--- src/core/rfq_defs.vh ---
// Register offsets, field positions, reset values and codes of the transfer queue block
`ifndef RFQ_DEFS_VH
`define RFQ_DEFS_VH

`define RFQ_ADDR_W 6
`define RFQ_OFS_STATUS 6'h08
`define RFQ_OFS_DATA 6'h09
`define RFQ_OFS_LEVEL 6'h0a
`define RFQ_OFS_THRESH 6'h0b

`define RFQ_ST_OTCLR_BIT 7
`define RFQ_ST_FORCE_BIT 6
`define RFQ_ST_CIPHER_BIT 3
`define RFQ_LVL_FLUSH_BIT 7
`define RFQ_STATUS_RESET 8'h00
`define RFQ_LEVEL_RESET 8'h00

`define RFQ_DEPTH 64
`define RFQ_PTR_W 6
`define RFQ_CNT_W 7
`define RFQ_THRESH_W 6
`define RFQ_THRESH_RESET 6'h08

`define RFQ_ALARM_DEGC 125

`define RFQ_GUARD_W 8

`define RFQ_LS_IDLE 3'h0
`define RFQ_LS_WAIT_TRIG 3'h1
`define RFQ_LS_TX_GUARD 3'h2
`define RFQ_LS_TX 3'h3
`define RFQ_LS_RX_GUARD 3'h4
`define RFQ_LS_WAIT_DATA 3'h5
`define RFQ_LS_RX 3'h6

`endif

--- src/core/rfq_skid.v ---
// Two-entry buffer with valid and ready on both sides
module rfq_skid #(
   parameter WIDTH = 8
) (
   // Clock and reset
   input wire sys_clk,
   input wire rst,
   // Filling side
   input wire in_valid,
   input wire [WIDTH-1:0] in_data,
   output wire in_ready,
   // Draining side
   output wire out_valid,
   output wire [WIDTH-1:0] out_data,
   input wire out_ready
);
   reg [WIDTH-1:0] slot0_reg;
   reg [WIDTH-1:0] slot1_reg;
   reg [1:0] cnt_reg;
   wire take;
   wire give;

   assign in_ready = (cnt_reg != 2'h2);
   assign out_valid = (cnt_reg != 2'h0);
   assign out_data = slot0_reg;
   assign take = in_valid & in_ready;
   assign give = out_valid & out_ready;

   always @(posedge sys_clk)
   begin
      if (rst)
      begin
         slot0_reg <= {WIDTH{1'b0}};
         slot1_reg <= {WIDTH{1'b0}};
         cnt_reg <= 2'h0;
      end
      else
      begin
         // Slot 0 always holds the oldest word
         if (give)
         begin
            if (cnt_reg == 2'h2)
               slot0_reg <= slot1_reg;
            else if (take)
               slot0_reg <= in_data;
         end
         else if (take && cnt_reg == 2'h0)
            slot0_reg <= in_data;
         if (take && ((cnt_reg == 2'h1 && !give) || (cnt_reg == 2'h2 && give)))
            slot1_reg <= in_data;
         if (take && !give)
            cnt_reg <= cnt_reg + 2'h1;
         else if (give && !take)
            cnt_reg <= cnt_reg - 2'h1;
      end
   end
endmodule

--- src/core/rfq_store.v ---
// 64-byte first-in first-out byte store with fill count and flush
`include "rfq_defs.vh"

module rfq_store #(
   parameter DEPTH = `RFQ_DEPTH,
   parameter PTR_W = `RFQ_PTR_W,
   parameter CNT_W = `RFQ_CNT_W
) (
   // Clock and reset
   input wire sys_clk,
   input wire rst,
   // Control
   input wire flush,
   input wire push,
   input wire [7:0] push_data,
   input wire pop,
   // State
   output wire [7:0] head_data,
   output wire [CNT_W-1:0] count,
   output wire full,
   output wire empty
);
   reg [7:0] mem [0:DEPTH-1];
   reg [PTR_W-1:0] wr_ptr_reg;
   reg [PTR_W-1:0] rd_ptr_reg;
   reg [CNT_W-1:0] count_reg;
   wire do_push;
   wire do_pop;

   localparam [CNT_W-1:0] DEPTH_C = DEPTH;

   assign full = (count_reg == DEPTH_C);
   assign empty = (count_reg == {CNT_W{1'b0}});
   assign count = count_reg;
   assign head_data = mem[rd_ptr_reg];
   // Full push and empty pop leave everything untouched
   assign do_push = push & ~full & ~flush;
   assign do_pop = pop & ~empty & ~flush;

   always @(posedge sys_clk)
   begin
      if (do_push)
         mem[wr_ptr_reg] <= push_data;
   end

   always @(posedge sys_clk)
   begin
      if (rst || flush)
      begin
         wr_ptr_reg <= {PTR_W{1'b0}};
         rd_ptr_reg <= {PTR_W{1'b0}};
         count_reg <= {CNT_W{1'b0}};
      end
      else
      begin
         if (do_push)
            wr_ptr_reg <= wr_ptr_reg + {{(PTR_W-1){1'b0}}, 1'b1};
         if (do_pop)
            rd_ptr_reg <= rd_ptr_reg + {{(PTR_W-1){1'b0}}, 1'b1};
         if (do_push && !do_pop)
            count_reg <= count_reg + {{(CNT_W-1){1'b0}}, 1'b1};
         else if (do_pop && !do_push)
            count_reg <= count_reg - {{(CNT_W-1){1'b0}}, 1'b1};
      end
   end
endmodule

--- src/core/rfq_top.v ---
// Transfer queue, fill level, warning threshold and link status register block
//
// Overview of operation
// - 64-byte queue, data port pushes and pops
// - Queue stages every serial stream in and out
// - Seven-bit fill count tracks pushes and pops
// - Flush resets pointers; clears overflow unless an engine push hits the full queue
// - Flush bit always reads back zero
// - Near-full when free space within threshold
// - Near-empty when held bytes within threshold
// - Six-bit threshold, read-write, resets to eight
// - Overtemp clear works only below alarm limit
// - Force bit selects high-speed input filter
// - Cipher flag set only by authentication success
// - Only software clears cipher flag; encrypt meanwhile
// - State codes for idle, trigger, transmit, receive
// - Code 010 during transmit guard wait
// - Code 100 during receive guard wait
// - Push into full queue sets overflow flag
`include "rfq_defs.vh"

module rfq_top #(
   parameter DEPTH = `RFQ_DEPTH,
   parameter GUARD_W = `RFQ_GUARD_W
) (
   // Clock and reset
   input wire sys_clk,
   input wire rst,
   // Register access
   input wire [`RFQ_ADDR_W-1:0] reg_addr,
   input wire reg_wr_stb,
   input wire reg_rd_stb,
   input wire [7:0] reg_wdata,
   output reg [7:0] reg_rdata,
   output reg reg_rd_ack,
   // Receiver side byte pushes
   input wire eng_push_valid,
   input wire [7:0] eng_push_data,
   output wire eng_push_ready,
   // Transmitter side byte pops
   input wire eng_pop_req,
   output reg [7:0] eng_pop_data,
   output reg eng_pop_ack,
   // Queue status
   output wire [`RFQ_CNT_W-1:0] queue_fill_count,
   output wire near_full_alert,
   output wire near_empty_alert,
   output wire queue_overflow_error,
   // Temperature
   input wire overtemp_alarm,
   output wire overtemp_error,
   // Host serial input filter
   input wire proto_highspeed,
   output wire filter_highspeed_sel,
   // Cipher
   input wire auth_success,
   output wire cipher_active,
   // Link sequencing
   input wire cmd_transceive,
   input wire cmd_abort,
   input wire transmit_trigger,
   input wire tx_wait_field,
   input wire [GUARD_W-1:0] tx_guard_cycles,
   input wire [GUARD_W-1:0] rx_guard_cycles,
   input wire rf_field_present,
   input wire tx_done,
   input wire rx_sof,
   input wire rx_done,
   output wire [2:0] link_fsm_state
);
   localparam CNT_W = `RFQ_CNT_W;
   localparam [CNT_W-1:0] DEPTH_C = DEPTH;

   // Register decode
   wire sel_status;
   wire sel_data;
   wire sel_level;
   wire sel_thresh;
   wire wr_status;
   wire wr_data;
   wire rd_data;
   wire wr_level;
   wire wr_thresh;

   assign sel_status = (reg_addr == `RFQ_OFS_STATUS);
   assign sel_data = (reg_addr == `RFQ_OFS_DATA);
   assign sel_level = (reg_addr == `RFQ_OFS_LEVEL);
   assign sel_thresh = (reg_addr == `RFQ_OFS_THRESH);
   assign wr_status = reg_wr_stb & sel_status;
   assign wr_data = reg_wr_stb & sel_data;
   assign rd_data = reg_rd_stb & sel_data;
   assign wr_level = reg_wr_stb & sel_level;
   assign wr_thresh = reg_wr_stb & sel_thresh;

   // Pin input synchronisers
   reg alarm_meta_reg;
   reg alarm_sync_reg;
   reg field_meta_reg;
   reg field_sync_reg;

   always @(posedge sys_clk)
   begin
      if (rst)
      begin
         alarm_meta_reg <= 1'b0;
         alarm_sync_reg <= 1'b0;
         field_meta_reg <= 1'b0;
         field_sync_reg <= 1'b0;
      end
      else
      begin
         alarm_meta_reg <= overtemp_alarm;
         alarm_sync_reg <= alarm_meta_reg;
         field_meta_reg <= rf_field_present;
         field_sync_reg <= field_meta_reg;
      end
   end

   // Queue and receiver-side buffer
   wire [7:0] head_data;
   wire [CNT_W-1:0] count;
   wire full;
   wire empty;
   wire skid_valid;
   wire [7:0] skid_data;
   wire skid_ready;
   wire host_push;
   wire eng_push;
   wire store_push;
   wire [7:0] store_push_data;
   wire host_pop;
   wire eng_pop;
   wire flush;

   rfq_skid #(
      .WIDTH(8)
   ) rfq_skid_i (
      .sys_clk(sys_clk),
      .rst(rst),
      .in_valid(eng_push_valid),
      .in_data(eng_push_data),
      .in_ready(eng_push_ready),
      .out_valid(skid_valid),
      .out_data(skid_data),
      .out_ready(skid_ready)
   );

   assign host_push = wr_data;
   // engine bytes wait while host pushes
   assign skid_ready = ~host_push;
   assign eng_push = skid_valid & skid_ready;
   assign store_push = host_push | eng_push;
   assign store_push_data = host_push ? reg_wdata : skid_data;
   assign host_pop = rd_data;
   // transmitter pops when host is not reading
   assign eng_pop = eng_pop_req & ~host_pop & ~empty;
   assign flush = wr_level & reg_wdata[`RFQ_LVL_FLUSH_BIT];

   // guarded push and pop inside store
   rfq_store #(
      .DEPTH(DEPTH),
      .PTR_W(`RFQ_PTR_W),
      .CNT_W(CNT_W)
   ) rfq_store_i (
      .sys_clk(sys_clk),
      .rst(rst),
      .flush(flush),
      .push(store_push),
      .push_data(store_push_data),
      .pop(host_pop | eng_pop),
      .head_data(head_data),
      .count(count),
      .full(full),
      .empty(empty)
   );

   assign queue_fill_count = count;

   // Overflow flag
   reg overflow_reg;

   always @(posedge sys_clk)
   begin
      if (rst)
         overflow_reg <= 1'b0;
      else if (store_push && full)
         overflow_reg <= 1'b1;
      else if (flush)
         overflow_reg <= 1'b0;
   end

   assign queue_overflow_error = overflow_reg;

   // Warning threshold and alerts
   reg [`RFQ_THRESH_W-1:0] thresh_reg;
   wire [CNT_W-1:0] free_space;
   wire [CNT_W-1:0] thresh_wide;

   always @(posedge sys_clk)
   begin
      if (rst)
         thresh_reg <= `RFQ_THRESH_RESET;
      else if (wr_thresh)
         thresh_reg <= reg_wdata[`RFQ_THRESH_W-1:0];
   end

   assign free_space = DEPTH_C - count;
   assign thresh_wide = {1'b0, thresh_reg};
   assign near_full_alert = (free_space <= thresh_wide);
   assign near_empty_alert = (count <= thresh_wide);

   // Status register bits
   reg otclr_reg;
   reg force_reg;
   reg cipher_reg;
   reg overtemp_reg;

   always @(posedge sys_clk)
   begin
      if (rst)
      begin
         otclr_reg <= 1'b0;
         force_reg <= 1'b0;
      end
      else if (wr_status)
      begin
         otclr_reg <= reg_wdata[`RFQ_ST_OTCLR_BIT];
         force_reg <= reg_wdata[`RFQ_ST_FORCE_BIT];
      end
   end

   always @(posedge sys_clk)
   begin
      if (rst)
         overtemp_reg <= 1'b0;
      else if (alarm_sync_reg)
         overtemp_reg <= 1'b1;
      else if (wr_status && reg_wdata[`RFQ_ST_OTCLR_BIT])
         overtemp_reg <= 1'b0;
   end

   assign overtemp_error = overtemp_reg;
   assign filter_highspeed_sel = force_reg | proto_highspeed;

   always @(posedge sys_clk)
   begin
      if (rst)
         cipher_reg <= 1'b0;
      else if (auth_success)
         cipher_reg <= 1'b1;
      else if (wr_status && !reg_wdata[`RFQ_ST_CIPHER_BIT])
         cipher_reg <= 1'b0;
   end

   assign cipher_active = cipher_reg;

   // Link state machine
   reg [2:0] ls_reg;
   reg [2:0] ls_next;
   reg [GUARD_W-1:0] guard_cnt_reg;
   wire field_ok;
   wire tx_guard_done;
   wire rx_guard_done;
   wire guard_max;

   assign field_ok = ~tx_wait_field | field_sync_reg;
   assign guard_max = &guard_cnt_reg;
   assign tx_guard_done = (guard_cnt_reg >= tx_guard_cycles) & field_ok;
   assign rx_guard_done = (guard_cnt_reg >= rx_guard_cycles) & field_ok;

   always @*
   begin
      ls_next = ls_reg;
      if (cmd_abort)
         ls_next = `RFQ_LS_IDLE;
      else
      begin
         case (ls_reg)
            `RFQ_LS_IDLE:
               if (cmd_transceive)
                  ls_next = `RFQ_LS_WAIT_TRIG;
            `RFQ_LS_WAIT_TRIG:
               if (transmit_trigger)
                  ls_next = `RFQ_LS_TX_GUARD;
            `RFQ_LS_TX_GUARD:
               if (tx_guard_done)
                  ls_next = `RFQ_LS_TX;
            `RFQ_LS_TX:
               if (tx_done)
                  ls_next = `RFQ_LS_RX_GUARD;
            `RFQ_LS_RX_GUARD:
               if (rx_guard_done)
                  ls_next = `RFQ_LS_WAIT_DATA;
            `RFQ_LS_WAIT_DATA:
               if (rx_sof)
                  ls_next = `RFQ_LS_RX;
            `RFQ_LS_RX:
               if (rx_done)
                  ls_next = `RFQ_LS_IDLE;
            default:
               ls_next = `RFQ_LS_IDLE;
         endcase
      end
   end

   always @(posedge sys_clk)
   begin
      if (rst)
      begin
         ls_reg <= `RFQ_LS_IDLE;
         guard_cnt_reg <= {GUARD_W{1'b0}};
      end
      else
      begin
         ls_reg <= ls_next;
         // Guard counter restarts on each state change and saturates
         if (ls_next != ls_reg)
            guard_cnt_reg <= {GUARD_W{1'b0}};
         else if (!guard_max)
            guard_cnt_reg <= guard_cnt_reg + {{(GUARD_W-1){1'b0}}, 1'b1};
      end
   end

   assign link_fsm_state = ls_reg;

   // Register read path and transmitter pop data
   always @(posedge sys_clk)
   begin
      if (rst)
      begin
         reg_rdata <= 8'h00;
         reg_rd_ack <= 1'b0;
         eng_pop_data <= 8'h00;
         eng_pop_ack <= 1'b0;
      end
      else
      begin
         reg_rd_ack <= reg_rd_stb;
         eng_pop_ack <= eng_pop;
         if (eng_pop)
            eng_pop_data <= head_data;
         if (reg_rd_stb)
         begin
            if (sel_status)
               reg_rdata <= {otclr_reg, force_reg, 2'b00, cipher_reg, ls_reg};
            else if (sel_data)
               reg_rdata <= empty ? 8'h00 : head_data;
            else if (sel_level)
               reg_rdata <= {1'b0, count};
            else if (sel_thresh)
               reg_rdata <= {2'b00, thresh_reg};
            else
               reg_rdata <= 8'h00;
         end
      end
   end
endmodule

--- config.mk ---
export PLATFORM = sky130hd
export DESIGN_NAME = rfq_top
export DESIGN_NICKNAME = d
export VERILOG_FILES = /design/src/core/rfq_skid.v /design/src/core/rfq_store.v /design/src/core/rfq_top.v
export VERILOG_INCLUDE_DIRS = /design/src /design/src/core
export SDC_FILE = /design/constraint.sdc
export NUM_CORES = 1
export LEC_CHECK = 0
export BUFFER_PORTS_ARGS = -buffer_cell sky130_fd_sc_hd__buf_2
export CORE_ASPECT_RATIO = 0.75
export CORE_MARGIN = 3
export CORE_UTILIZATION = 62
export DETAILED_ROUTE_END_ITERATION = 12
export GPL_TIMING_DRIVEN = 0
export PLACE_DENSITY = 0.81
export SLEW_MARGIN = 20
export SYNTH_ARGS = -nofsm -noshare
export SYNTH_HDL_FRONTEND = slang
export SYNTH_HIERARCHICAL = 1
export SYNTH_SLANG_ARGS = --single-unit
--- constraint.sdc ---
create_clock -name sys_clk -period 5.67 [get_ports sys_clk]
set_input_delay 0.2835 -clock sys_clk [delete_from_list [all_inputs] [get_ports sys_clk]]
set_output_delay 0.2835 -clock sys_clk [all_outputs]
set_load 0.05 [all_outputs]
; Word-level counts from Yosys, hierarchy flattened
; Memory sizes are Yosys's and may differ from the RTL's. A register that Yosys moved wholly into a read port is not among the register bits.
; Index checks and enable logic that the tools add are counted.
[op_classes]
add_sub_neg = 8
magnitude_cmp = 4
eq_ne = 16
muxes = 33
bitwise = 26
n_reduce_logical = 31
[ops]
columns = cell, count
row1 = $mux W8, 8
row2 = $eq A6 B4 Y1 const B, 4
row3 = $mux W3, 8
row4 = $mux W7, 3
row5 = $pmux W3 S7, 1
row6 = $mux W6, 3
row7 = $and A1 B1 Y1, 16
row8 = $ge A8 B8 Y1, 2
row9 = $le A7 B6 Y1, 2
row10 = $reduce_bool A2 Y1, 7
row11 = $add A6 B1 Y6 const B, 2
row12 = $logic_and A1 B1 Y1, 11
row13 = $eq A3 B3 Y1 const B, 3
row14 = $add A8 B1 Y8 const B, 1
row15 = $mux W1, 8
row16 = $reduce_and A8 Y1, 1
row17 = $add A7 B1 Y7 const B, 1
row18 = $eq A7 B7 Y1 const B, 1
row19 = $logic_not A7 Y1, 1
row20 = $sub A7 B1 Y7 const B, 1
row21 = $sub A7 B7 Y7 const A, 1
row22 = $eq A3 B2 Y1 const B, 2
row23 = $not A1 Y1, 6
row24 = $logic_not A1 Y1, 5
row25 = 15 further kinds, 20
[word_totals]
regBits = 81
mem_bits_rw = 512
input_bits = 55
out_inout_bits = 35
wordCells = 141
mem_count = 1
[mem_list]
columns = memory, words, word_bits, rd, rd_ports_with_merged_regs, wr, line_no
row1 = rfq_store_i.mem, 64, 8, 1, 1, 1, rfq_store.v:23  ; reg [7:0] mem [0:DEPTH-1];

; Logic depth before layout (Yosys ltp)
; Gate-level depths: netlist of the first run.
[depth]
depth_word = 11
ltp_mapped = 16
mapped_depth_nobuf = 15

; Modules after synthesis
; Netlist of the first run, hierarchy kept.
[modules_own_cells]
columns = mod, instances, cells_each, area_each_um2, seq_area_each_um2
row1 = rfq_store, 1, 1116, 21335.5, 15875.2
row2 = rfq_top, 1, 346, 2984.1, 880.8
row3 = rfq_skid, 1, 105, 968.4, 360.3

; Worst setup path after synthesis of the first run
; No wires, ideal clock.
[synth_path]
kind = input-to-reg
from = in reg_addr[5]
to = mem rfq_store_i.mem[0][3] (data pin)
setup_time_ps = 702
arrival_time_ps = 3996
required_ps = 4968
slack_ps = 972
stages = 6
n_path_buf = 2
cell_sequence = or4b_1 > buf_2 > nor3b_4 > nand2_1 > buf_6 > o21ai_0
[synth_via]
elab_chain_len = 3
[synth_lines]
columns = item, line_no
row1 = "start, declared", rfq_top.v:30  ; input wire [`RFQ_ADDR_W-1:0] reg_addr,
row2 = $eq A6 B4 Y1 (no source line), -
row3 = $and A1 B1 Y1, rfq_top.v:90  ; assign wr_data = reg_wr_stb & sel_data;
row4 = $mux W8, rfq_top.v:153  ; assign store_push_data = host_push ? reg_wdata : skid_data;
row5 = named net store_push_data[3], rfq_top.v:130  ; wire [7:0] store_push_data;
row6 = "end, declared", rfq_store.v:23
; The timed path passes the listed nets, and every way through them passes these cells.

; Worst setup path after layout of the first run
[layout_path]
from = reg rfq_store_i.count_reg[2], in the netlist rfq_store_i/count[2]
to = reg rfq_store_i.count_reg[5], in the netlist rfq_store_i/count[5]
[layout_via]
elab_chain_len = 9
word_cells_on_any_way = 19
cone_classes = add/sub: 2 / eq/ne: 1 / mux: 2 / bitwise: 8 / reduce/logical: 6
[layout_lines]
columns = item, line_no
row1 = "start, declared", rfq_store.v:26  ; reg [CNT_W-1:0] count_reg;
row2 = "start signal, assigned", rfq_store.v:52  ; count_reg <= {CNT_W{1'b0}};
row3 = "start signal, assigned", rfq_store.v:61  ; count_reg <= count_reg + {{(CNT_W-1){1'b0}}, 1'b1};
row4 = "start signal, assigned", rfq_store.v:63  ; count_reg <= count_reg - {{(CNT_W-1){1'b0}}, 1'b1};
row5 = $logic_not A7 Y1 *, rfq_store.v:33  ; assign empty = (count_reg == {CNT_W{1'b0}});
row6 = named net empty, rfq_top.v:123  ; wire empty;
row7 = $not A1 Y1 *, "rfq_store.v:38, rfq_top.v:156"
row8 = $and A1 B1 Y1, rfq_top.v:156  ; assign eng_pop = eng_pop_req & ~host_pop & ~empty;
row9 = $or A1 B1 Y1, rfq_top.v:170  ; .pop(host_pop | eng_pop),
row10 = $and A1 B1 Y1 * (2 in series), rfq_store.v:38  ; assign do_pop = pop & ~empty & ~flush;
row11 = $logic_not A1 Y1, rfq_store.v:60  ; if (do_push && !do_pop)
row12 = $logic_and A1 B1 Y1, rfq_store.v:60
row13 = $mux W7 or $reduce_bool A2 Y1 (tied branches), -
; The timed path passes the listed nets; every way through them passes the cells marked *. The select of a mux whose other input is x is not followed.
; A chain may end at the register's enable or synchronous reset.

==> results of run 1 <==
[how the worst max path moves through the flow]
stage,end,cells past startpoint
2_1_floorplan,rfq_store_i/mem[0][3]$_DFFE_PP_,6
3_3_place_gp,rfq_store_i/mem[25][3]$_DFFE_PP_,7
3_5_place_dp,rfq_store_i/mem[3][0]$_DFFE_PP_,10
4_1_cts,rfq_store_i/count[5]$_SDFFE_PP0P_,15
5_1_grt,rfq_store_i/count[5]$_SDFFE_PP0P_,15
6_report,rfq_store_i/count[5]$_SDFFE_PP0P_,15
[worst reg2reg max path, delay by kind of cell (launching register included)]
kind / cells / cell delay (ns)
buf+inv: 3 / 0.40
simple gates: 6 / 1.83
fa+ha+maj: 2 / 0.62
compound gates: 4 / 0.97
flops: 1 / 0.47
[timing repair]
action,4_1_cts,5_1_grt
endpoints found under the hold margin,15,0
buffers inserted,0,0
hold buffers,10,0
[through the flow]
stage / setup TNS, ns / cells / setup slack [ns] / total power (W) / util (%)
after floorplan: 0 / 1567 / 0.972 / 0.00772 / -
after global placement: -98.66 / 2175 / -1.55 / 0.00867 / 66.1
after detailed placement: 0 / 2176 / 1.21 / 0.00879 / 66.3
after CTS: 0 / 2283 / 1.48 / 0.0123 / 70.7
after global routing: 0 / 2283 / 1.14 / 0.0127 / 70.7
final: 0 / 2283 / 1.32 / 0.0123 / 70.7
[metal layers]
metal	share of wire, %	global-route usage [%]	vias to the layer above	wire, um
met3	13	9.25	178	8880
met4	3.2	8.82	2	2090
li1	-	-	6457	-
met5	0.021	0	-	14
met1	40	46.8	7744	26500
met2	43	42.6	1094	28400
[cells by family after synthesis]
logic type	after synthesis	share of synthesized area, %
DFF	599	67.7
and+or+nand+nor	373	7.53
AOI/OAI and AO/OA	205	6.03
muxes	199	13.4
buffers and inverters	126	2.45
adders and majority gates	45	2.26
xor gates and xnor gates	20	0.693
[cell usage after synthesis, types with 7 or more instances]
cell,instances,area share [%]
mux4_2,108,9.6
a311oi_1,12,0.42
dfxtp_1,87,6.9
nand3b_1,7,0.21
buf_6,9,0.40
mux2i_1,73,2.9
nand4_1,10,0.25
xor2_1,13,0.45
clkbuf_1,26,0.39
a211oi_1,17,0.50
nor2_1,129,1.9
edfxtp_1,512,61
o21ai_0,28,0.55
o211ai_1,11,0.33
a21oi_1,43,0.85
inv_1,46,0.68
mux2_2,12,0.53
a31oi_1,10,0.25
o21a_1,7,0.21
buf_4,12,0.36
a22o_1,11,0.38
nor3_1,19,0.38
a22oi_1,9,0.27
buf_2,25,0.49
xnor2_1,7,0.24
buf_1,7,0.10
nand2b_1,31,0.77
nand2_1,60,0.89
nand3_1,31,0.61
ha_1,44,2.2
nor2b_1,36,0.89
o22ai_1,7,0.17
nor4_1,13,0.32
[final cells by class]
| cell class | instances | area [um^2] |
|---|---|---|
| flip-flops and latches | 599 | 17100 |
| fillers | 2499 | 11700 |
| clock inverters | 30 | 289 |
| repair buffers | 99 | 568 |
| plain buffers | 79 | 440 |
| well taps | 520 | 651 |
| inverters | 47 | 179 |
| multi-input cells | 842 | 7580 |
| clock buffers | 67 | 1390 |
[power groups by stage]
| stage | Sequential (W) | Clock [W] | Combinational, W |
|---|---|---|---|
| after detailed placement | 0.00557 | 0 | 0.00323 |
| after floorplan | 0.00566 | 0 | 0.00206 |
| after CTS | 0.00547 | 0.00355 | 0.00326 |
| after global placement | 0.00558 | 0 | 0.00310 |
| final | 0.00548 | 0.00352 | 0.00335 |
| after global routing | 0.00549 | 0.00372 | 0.00352 |
==> reports/results.txt, run 1 <==
# diodes: 0
total grt overflow: 0
Final Max Slew Viols: 0
FF-to-FF setup slack: 1.32 ns
Int Power: 0.00845 W
Worst VDD drop: 0.361 mV
Max Root-Sink Buffers: 3
All-Layer GR Usage: 30.5%
FMAX: 0.230 GHz
Final Setup Violations: 0
crit path from: rfq_store_i/count[2]$_SDFFE_PP0P_
Final #Nets: 1820
Design Area, Final: 0.0282 mm^2
TritonRoute pass-1 iters: 6
CP max stage delay: 0.65 ns
clk root buf: clkbuf_16
Net Switching: 0.00390 W
Synth cell types: 85
Post-CTS Resized: 0
EDFF count, synth: 512
Routed Antenna Nets: 0
clk slew on worst S/H paths: 0.07 ns
Largest Register: rfq_store_i/mem
Critical Path RT: 6.19 ns
routed wire length: 65800 um
largest net degree at the start of global routing: 65
Worst Skew: 0.0281 ns
dpl cell area: 0.0264 mm^2
final hold violation count: 0
Die Width: 239 um
layout cells sized above 1: 20.9%
Top FF cell, synth: edfxtp_1
htree depth: 2
detailed-placement wirelength estimate: 44100 um
WL per Instance: 28.8 um
outcome: completed
first-pass GRT wire length: 96200 um
Hold WS: 0.0266 ns
P&R area growth vs syn: 11.6%
Flop pwr share: 44.4%
power per cell area: 438 mW/mm^2
cell row count: 63
Final period util: 76.7%
max-cap violation count: 0
clock power share: 28.5%
Syn. warnings: 6
Sw Ratio: 31.6%
Worst Hold Path EP: rfq_skid_i/out_data[1]$_SDFFE_PP0P_
CP Max Fanout: 10
sequential area share after synthesis: 67.7%
WP data arrival: 4.87 ns
initial antenna violation count: 1
number of I/O pins: 90
Least-Margin Pin Slew: 1.17 ns
P_leak: 9.43 nW
port buffer count: 88
Yosys reg bits: 599
Num CTS Buffers: 52
Async SR Flop Fraction: 0%
RSZ-0062 raised after global routing: no
vias in the first global route: 14800
Post-Syn Area: 0.0253 mm^2
critical path, cell by cell: or4_1 -> nor3_1 -> nand2b_1 -> nand2_1 -> inv_1 -> a311oi_1 -> inv_1 -> ha_1 -> inv_1 -> ha_1 -> nand3_1 -> a21boi_0 -> o21ai_0 -> a2111o_1 -> nand3_1
hold crit path type: in2reg
Largest register FFs: 512
GPL Wtd Cong: 0.969
worst reg2reg path depth: 15
worst skew pair latency: 0.59 ns
Hold Path Origin: eng_push_data[1]
Crit. End Element: register
Worst Path Buf+Inv: 3
crit-path leading delay family: simple AND/OR/NAND/NOR gates
synthesized net count: 1667
relative slew slack: 22.1%
highest-count cells in the layout ignoring fill and taps: edfxtp_1 (512), nor2_1 (129), buf_2 (113)
hold depth: 3
Initial Util: 63.4%
Die Height: 181 um
crit path time final: 4.35 ns
WS Path Type: reg2reg
TritonCTS clock tree: done
R2R Path Start: rfq_store_i/count[2]$_SDFFE_PP0P_
Synth Area per Inst: 16.1 um^2
CP dominant cell by count: inv_1
Vias/cell: 6.78
Core ar.: 0.0399 mm^2
die area: 0.0433 mm^2
vias: 15500
clock sink count: 599
Gate Count Post-Synth: 1567
FF-to-FF End: rfq_store_i/count[5]$_SDFFE_PP0P_
CP Launch Type: register
combinational power share: 27.1%
initial detailed-routing violation count: 2395
commonest non-fill, non-tap cell in the layout: edfxtp_1
Slowest cell on crit path: or4_1
DRC Markers: 0
No activity file was read; power rests on OpenSTA's default activity.
==> run 2: changes to the inputs <==
--- a/config.mk
+++ b/config.mk
@@ -6,6 +6,7 @@
 export SDC_FILE = /design/constraint.sdc
 export NUM_CORES = 1
 export LEC_CHECK = 0
+export ABC_AREA = 1
 export BUFFER_PORTS_ARGS = -buffer_cell sky130_fd_sc_hd__buf_2
 export CORE_ASPECT_RATIO = 0.75
 export CORE_MARGIN = 3
==> constraint.sdc (replaced) <==
create_clock -name sys_clk -period 4.55 [get_ports sys_clk]
set_input_delay 0.2275 -clock sys_clk [delete_from_list [all_inputs] [get_ports sys_clk]]
set_output_delay 0.2275 -clock sys_clk [all_outputs]
set_load 0.05 [all_outputs]
==> reports/results.txt, run 2 <==
outcome: completed
initial detailed-routing violation count: 2916 (+22%)
Die Width: 244 um (+2.1%)
Worst VDD drop: 0.458 mV (+27%)
worst skew pair latency: 0.60 ns (about the same)
WS Path Type: reg2reg
Max Root-Sink Buffers: 3 (unchanged)
clk slew on worst S/H paths: 0.07 ns (about the same)
Largest register FFs: 512 (unchanged)
CP Max Fanout: 10 (unchanged)
number of I/O pins: 90 (unchanged)
EDFF count, synth: 512 (unchanged)
RSZ-0062 raised after global routing: no
final hold violation count: 0 (unchanged)
Post-Syn Area: 0.0264 mm^2 (+4.4%)
port buffer count: 88 (unchanged)
P_leak: 11.6 nW (+23%)
htree depth: 2 (unchanged)
WL per Instance: 23.1 um (-20%)
DRC Markers: 0 (unchanged)
max-cap violation count: 0 (unchanged)
first-pass GRT wire length: 114000 um (+19%)
die area: 0.0451 mm^2 (+4.3%)
Largest Register: rfq_store_i/mem
routed wire length: 76800 um (+17%)
hold crit path type: in2reg
power per cell area: 614 mW/mm^2 (+40%)
Setup TNS Final: 0 ns (unchanged)
synthesized net count: 2650 (+59%)
Least-Margin Pin Slew: 1.19 ns (+0.0199 ns)
CP Launch Type: register
relative slew slack: 20.5% (-1.6 points)
Final Max Slew Viols: 0 (unchanged)
crit path from: rfq_store_i/count[2]$_SDFFE_PP0P_
vias: 20300 (+31%)
Place WS: 0.395 ns (-0.816 ns)
FMAX: 0.257 GHz (+12%)
hold depth: 5 (+2)
detailed-placement wirelength estimate: 53400 um (+21%)
largest net degree at the start of global routing: 65 (unchanged)
sequential area share after synthesis: 64.8% (-2.9 points)
Top FF cell, synth: edfxtp_1
commonest non-fill, non-tap cell in the layout: nand2_1
All-Layer GR Usage: 33.9% (+3.5 points)
highest-count cells in the layout ignoring fill and taps: nand2_1 (820), edfxtp_1 (512), nand3_1 (485)
Hold Path Origin: eng_push_data[6]
Initial Util: 63.8% (+0.38 points)
vias in the first global route: 19200 (+30%)
R2R Path Start: rfq_store_i/count[2]$_SDFFE_PP0P_
Die Height: 185 um (+2.1%)
post-synthesis cell type with the largest combined area: edfxtp_1
# diodes: 0 (unchanged)
clk root buf: clkbuf_16
TritonRoute pass-1 iters: 6 (unchanged)
Post-Place Cells: 3206 (+47%)
GPL Wtd Cong: 0.999 (+3.1%)
Num CTS Buffers: 55 (+5.8%)
most numerous cell in the Yosys netlist: nand2_1
Critical Path RT: 5.02 ns (-1.17 ns)
list of most frequent post-synthesis cells: nand2_1 (828), edfxtp_1 (512), nand3_1 (485)
total grt overflow: 0 (unchanged)
Final #Nets: 2821 (+55%)
Core ar.: 0.0414 mm^2 (+3.8%)
Crit. End Element: register
worst reg2reg path depth: 19 (+4)
post-synth top area share: 58.2% (-2.6 points)
crit path time final: 3.90 ns (-0.452 ns)
Yosys reg bits: 599 (unchanged)
Syn. warnings: 6 (unchanged)
Non-Filler Instances: 3325 (+46%)
layout cells sized above 1: 13.2% (-7.7 points)
Filler Cells Inserted: 2799 (+12%)
Worst Skew: 0.0258 ns (-0.00232 ns)
Async SR Flop Fraction: 0% (unchanged)
TritonCTS clock tree: done
top post-synthesis cells by area: edfxtp_1 (58%), nand2_1 (12%), nand3_1 (9.2%)
cell row count: 64 (+1.6%)
Synth Area per Inst: 10.4 um^2 (-36%)
WP data arrival: 4.37 ns (-0.50 ns)
clock sink count: 599 (unchanged)
P&R area growth vs syn: 12.6%
Routed Antenna Nets: 0 (unchanged)
Gate Count Post-Synth: 2550 (+63%)
Final Setup Violations: 0 (unchanged)
Final period util: 85.7% (+8.9 points)
Final WS setup: 0.652 ns (-0.668 ns)
initial antenna violation count: 2 (+1)
Synth cell types: 51 (-40%)
Vias/cell: 6.11 (-9.8%)
## run 2: changes by cell type in the layout (fill, tap and decap cells not counted), moves of 16 or more
| cell | change |
|---|---|
| nor2b_1 | -36 |
| a211oi_1 | -16 |
| nand2_1 | +760 |
| nor2_2 | +16 |
| mux2i_1 | -72 |
| mux4_2 | -108 |
| nor3_1 | -18 |
| inv_1 | +76 |
| buf_4 | +22 |
| nand2b_1 | -31 |
| buf_2 | +36 |
| nand3_1 | +454 |
## run 2: worst paths after layout
path | endpoint | slack (ns)
worst max-delay path | rfq_store_i/count[5]$_SDFFE_PP0P_ | 0.65
worst min-delay path | rfq_skid_i/slot1_reg[6]$_SDFFE_PP0P_ | 0.01
worst max register to register | rfq_store_i/count[5]$_SDFFE_PP0P_ | 0.65
worst min register to register | field_sync_reg$_SDFF_PP0_ | 0.40
## run 2: final cells by class
cell class              instances  area (um^2)  share of cell area, %
plain buffers                 125          711                   2.39
multi-input cells            1688         8130                   27.3
flip-flops and latches        599        17100                   57.6
clock buffers                  66         1420                   4.77
inverters                     138          526                   1.77
repair buffers                114          753                   2.53
clock inverters                34          380                   1.28
well taps                     561          702                   2.36
## run 2: power by group
part | switching (W) | total, W | internal (W)
logic | 0.00485 | 0.00653 | 0.00168
registers | 0.000190 | 0.00708 | 0.00689
clock network | 0.00197 | 0.00465 | 0.00268
## run 2: cells by family (layout without fill, tap and decap cells)
family                   after synthesis  in the layout  share of synthesized area [%]
AND/OR/NAND/NOR                     1509           1509                           25.2
buffers and inverters                263            477                           4.68
AO/OA/AOI/OAI                        110            110                           2.37
multiplexers                           1              1                         0.0379
adder cells (fa/ha/maj)               45             45                           2.16
XOR/XNOR                              23             23                          0.763
flip-flops                           599            599                           64.8
## run 2: critical path, stage by stage, from the launching register on
cell and delay [ns]:
dfxtp_1 0.67, inv_1 0.15, nand4_2 0.16, nor3_2 0.11, inv_1 0.13, nand3_4 0.17, nand2_1 0.13, inv_1 0.04
nor2_1 0.40, nand2_1 0.29, ha_1 0.32, inv_1 0.20, ha_1 0.32, nand2_1 0.11, inv_1 0.06, nand4_1 0.06
nand3_1 0.09, xor2_1 0.16, o21ai_0 0.15, inv_1 0.05
## run 2: timing repair
item,CTS,global route
endpoints found under the hold margin,24,0
gates resized for setup,0,1
buffers inserted,0,0
setup endpoints to repair,0,3
hold buffers,19,0
## run 2: layer usage
| layer | global-route usage, % | vias to the layer above | share of wire (%) |
|---|---|---|---|
| met4 | 11.3 | 4 | 3.4 |
| met5 | 0.945 | - | 0.088 |
| met3 | 12.9 | 222 | 16 |
| li1 | - | 9036 | - |
| met1 | 46.1 | 9573 | 38 |
| met2 | 50.7 | 1486 | 43 |
## run 2: per-stage QoR
| step | util (%) | cell area (um^2) | total power (W) | hold slack (ns) |
|---|---|---|---|---|
| global route | 71.8 | 29700 | 0.0189 | 0.0236 |
| CTS | 71.8 | 29700 | 0.0180 | 0.00153 |
| floorplan | - | 26400 | 0.0110 | 0.300 |
| global placement | 66.5 | 27500 | 0.0132 | 0.390 |
| detailed placement | 67.0 | 27700 | 0.0134 | 0.392 |
| finish | 71.8 | 29700 | 0.0183 | 0.0128 |
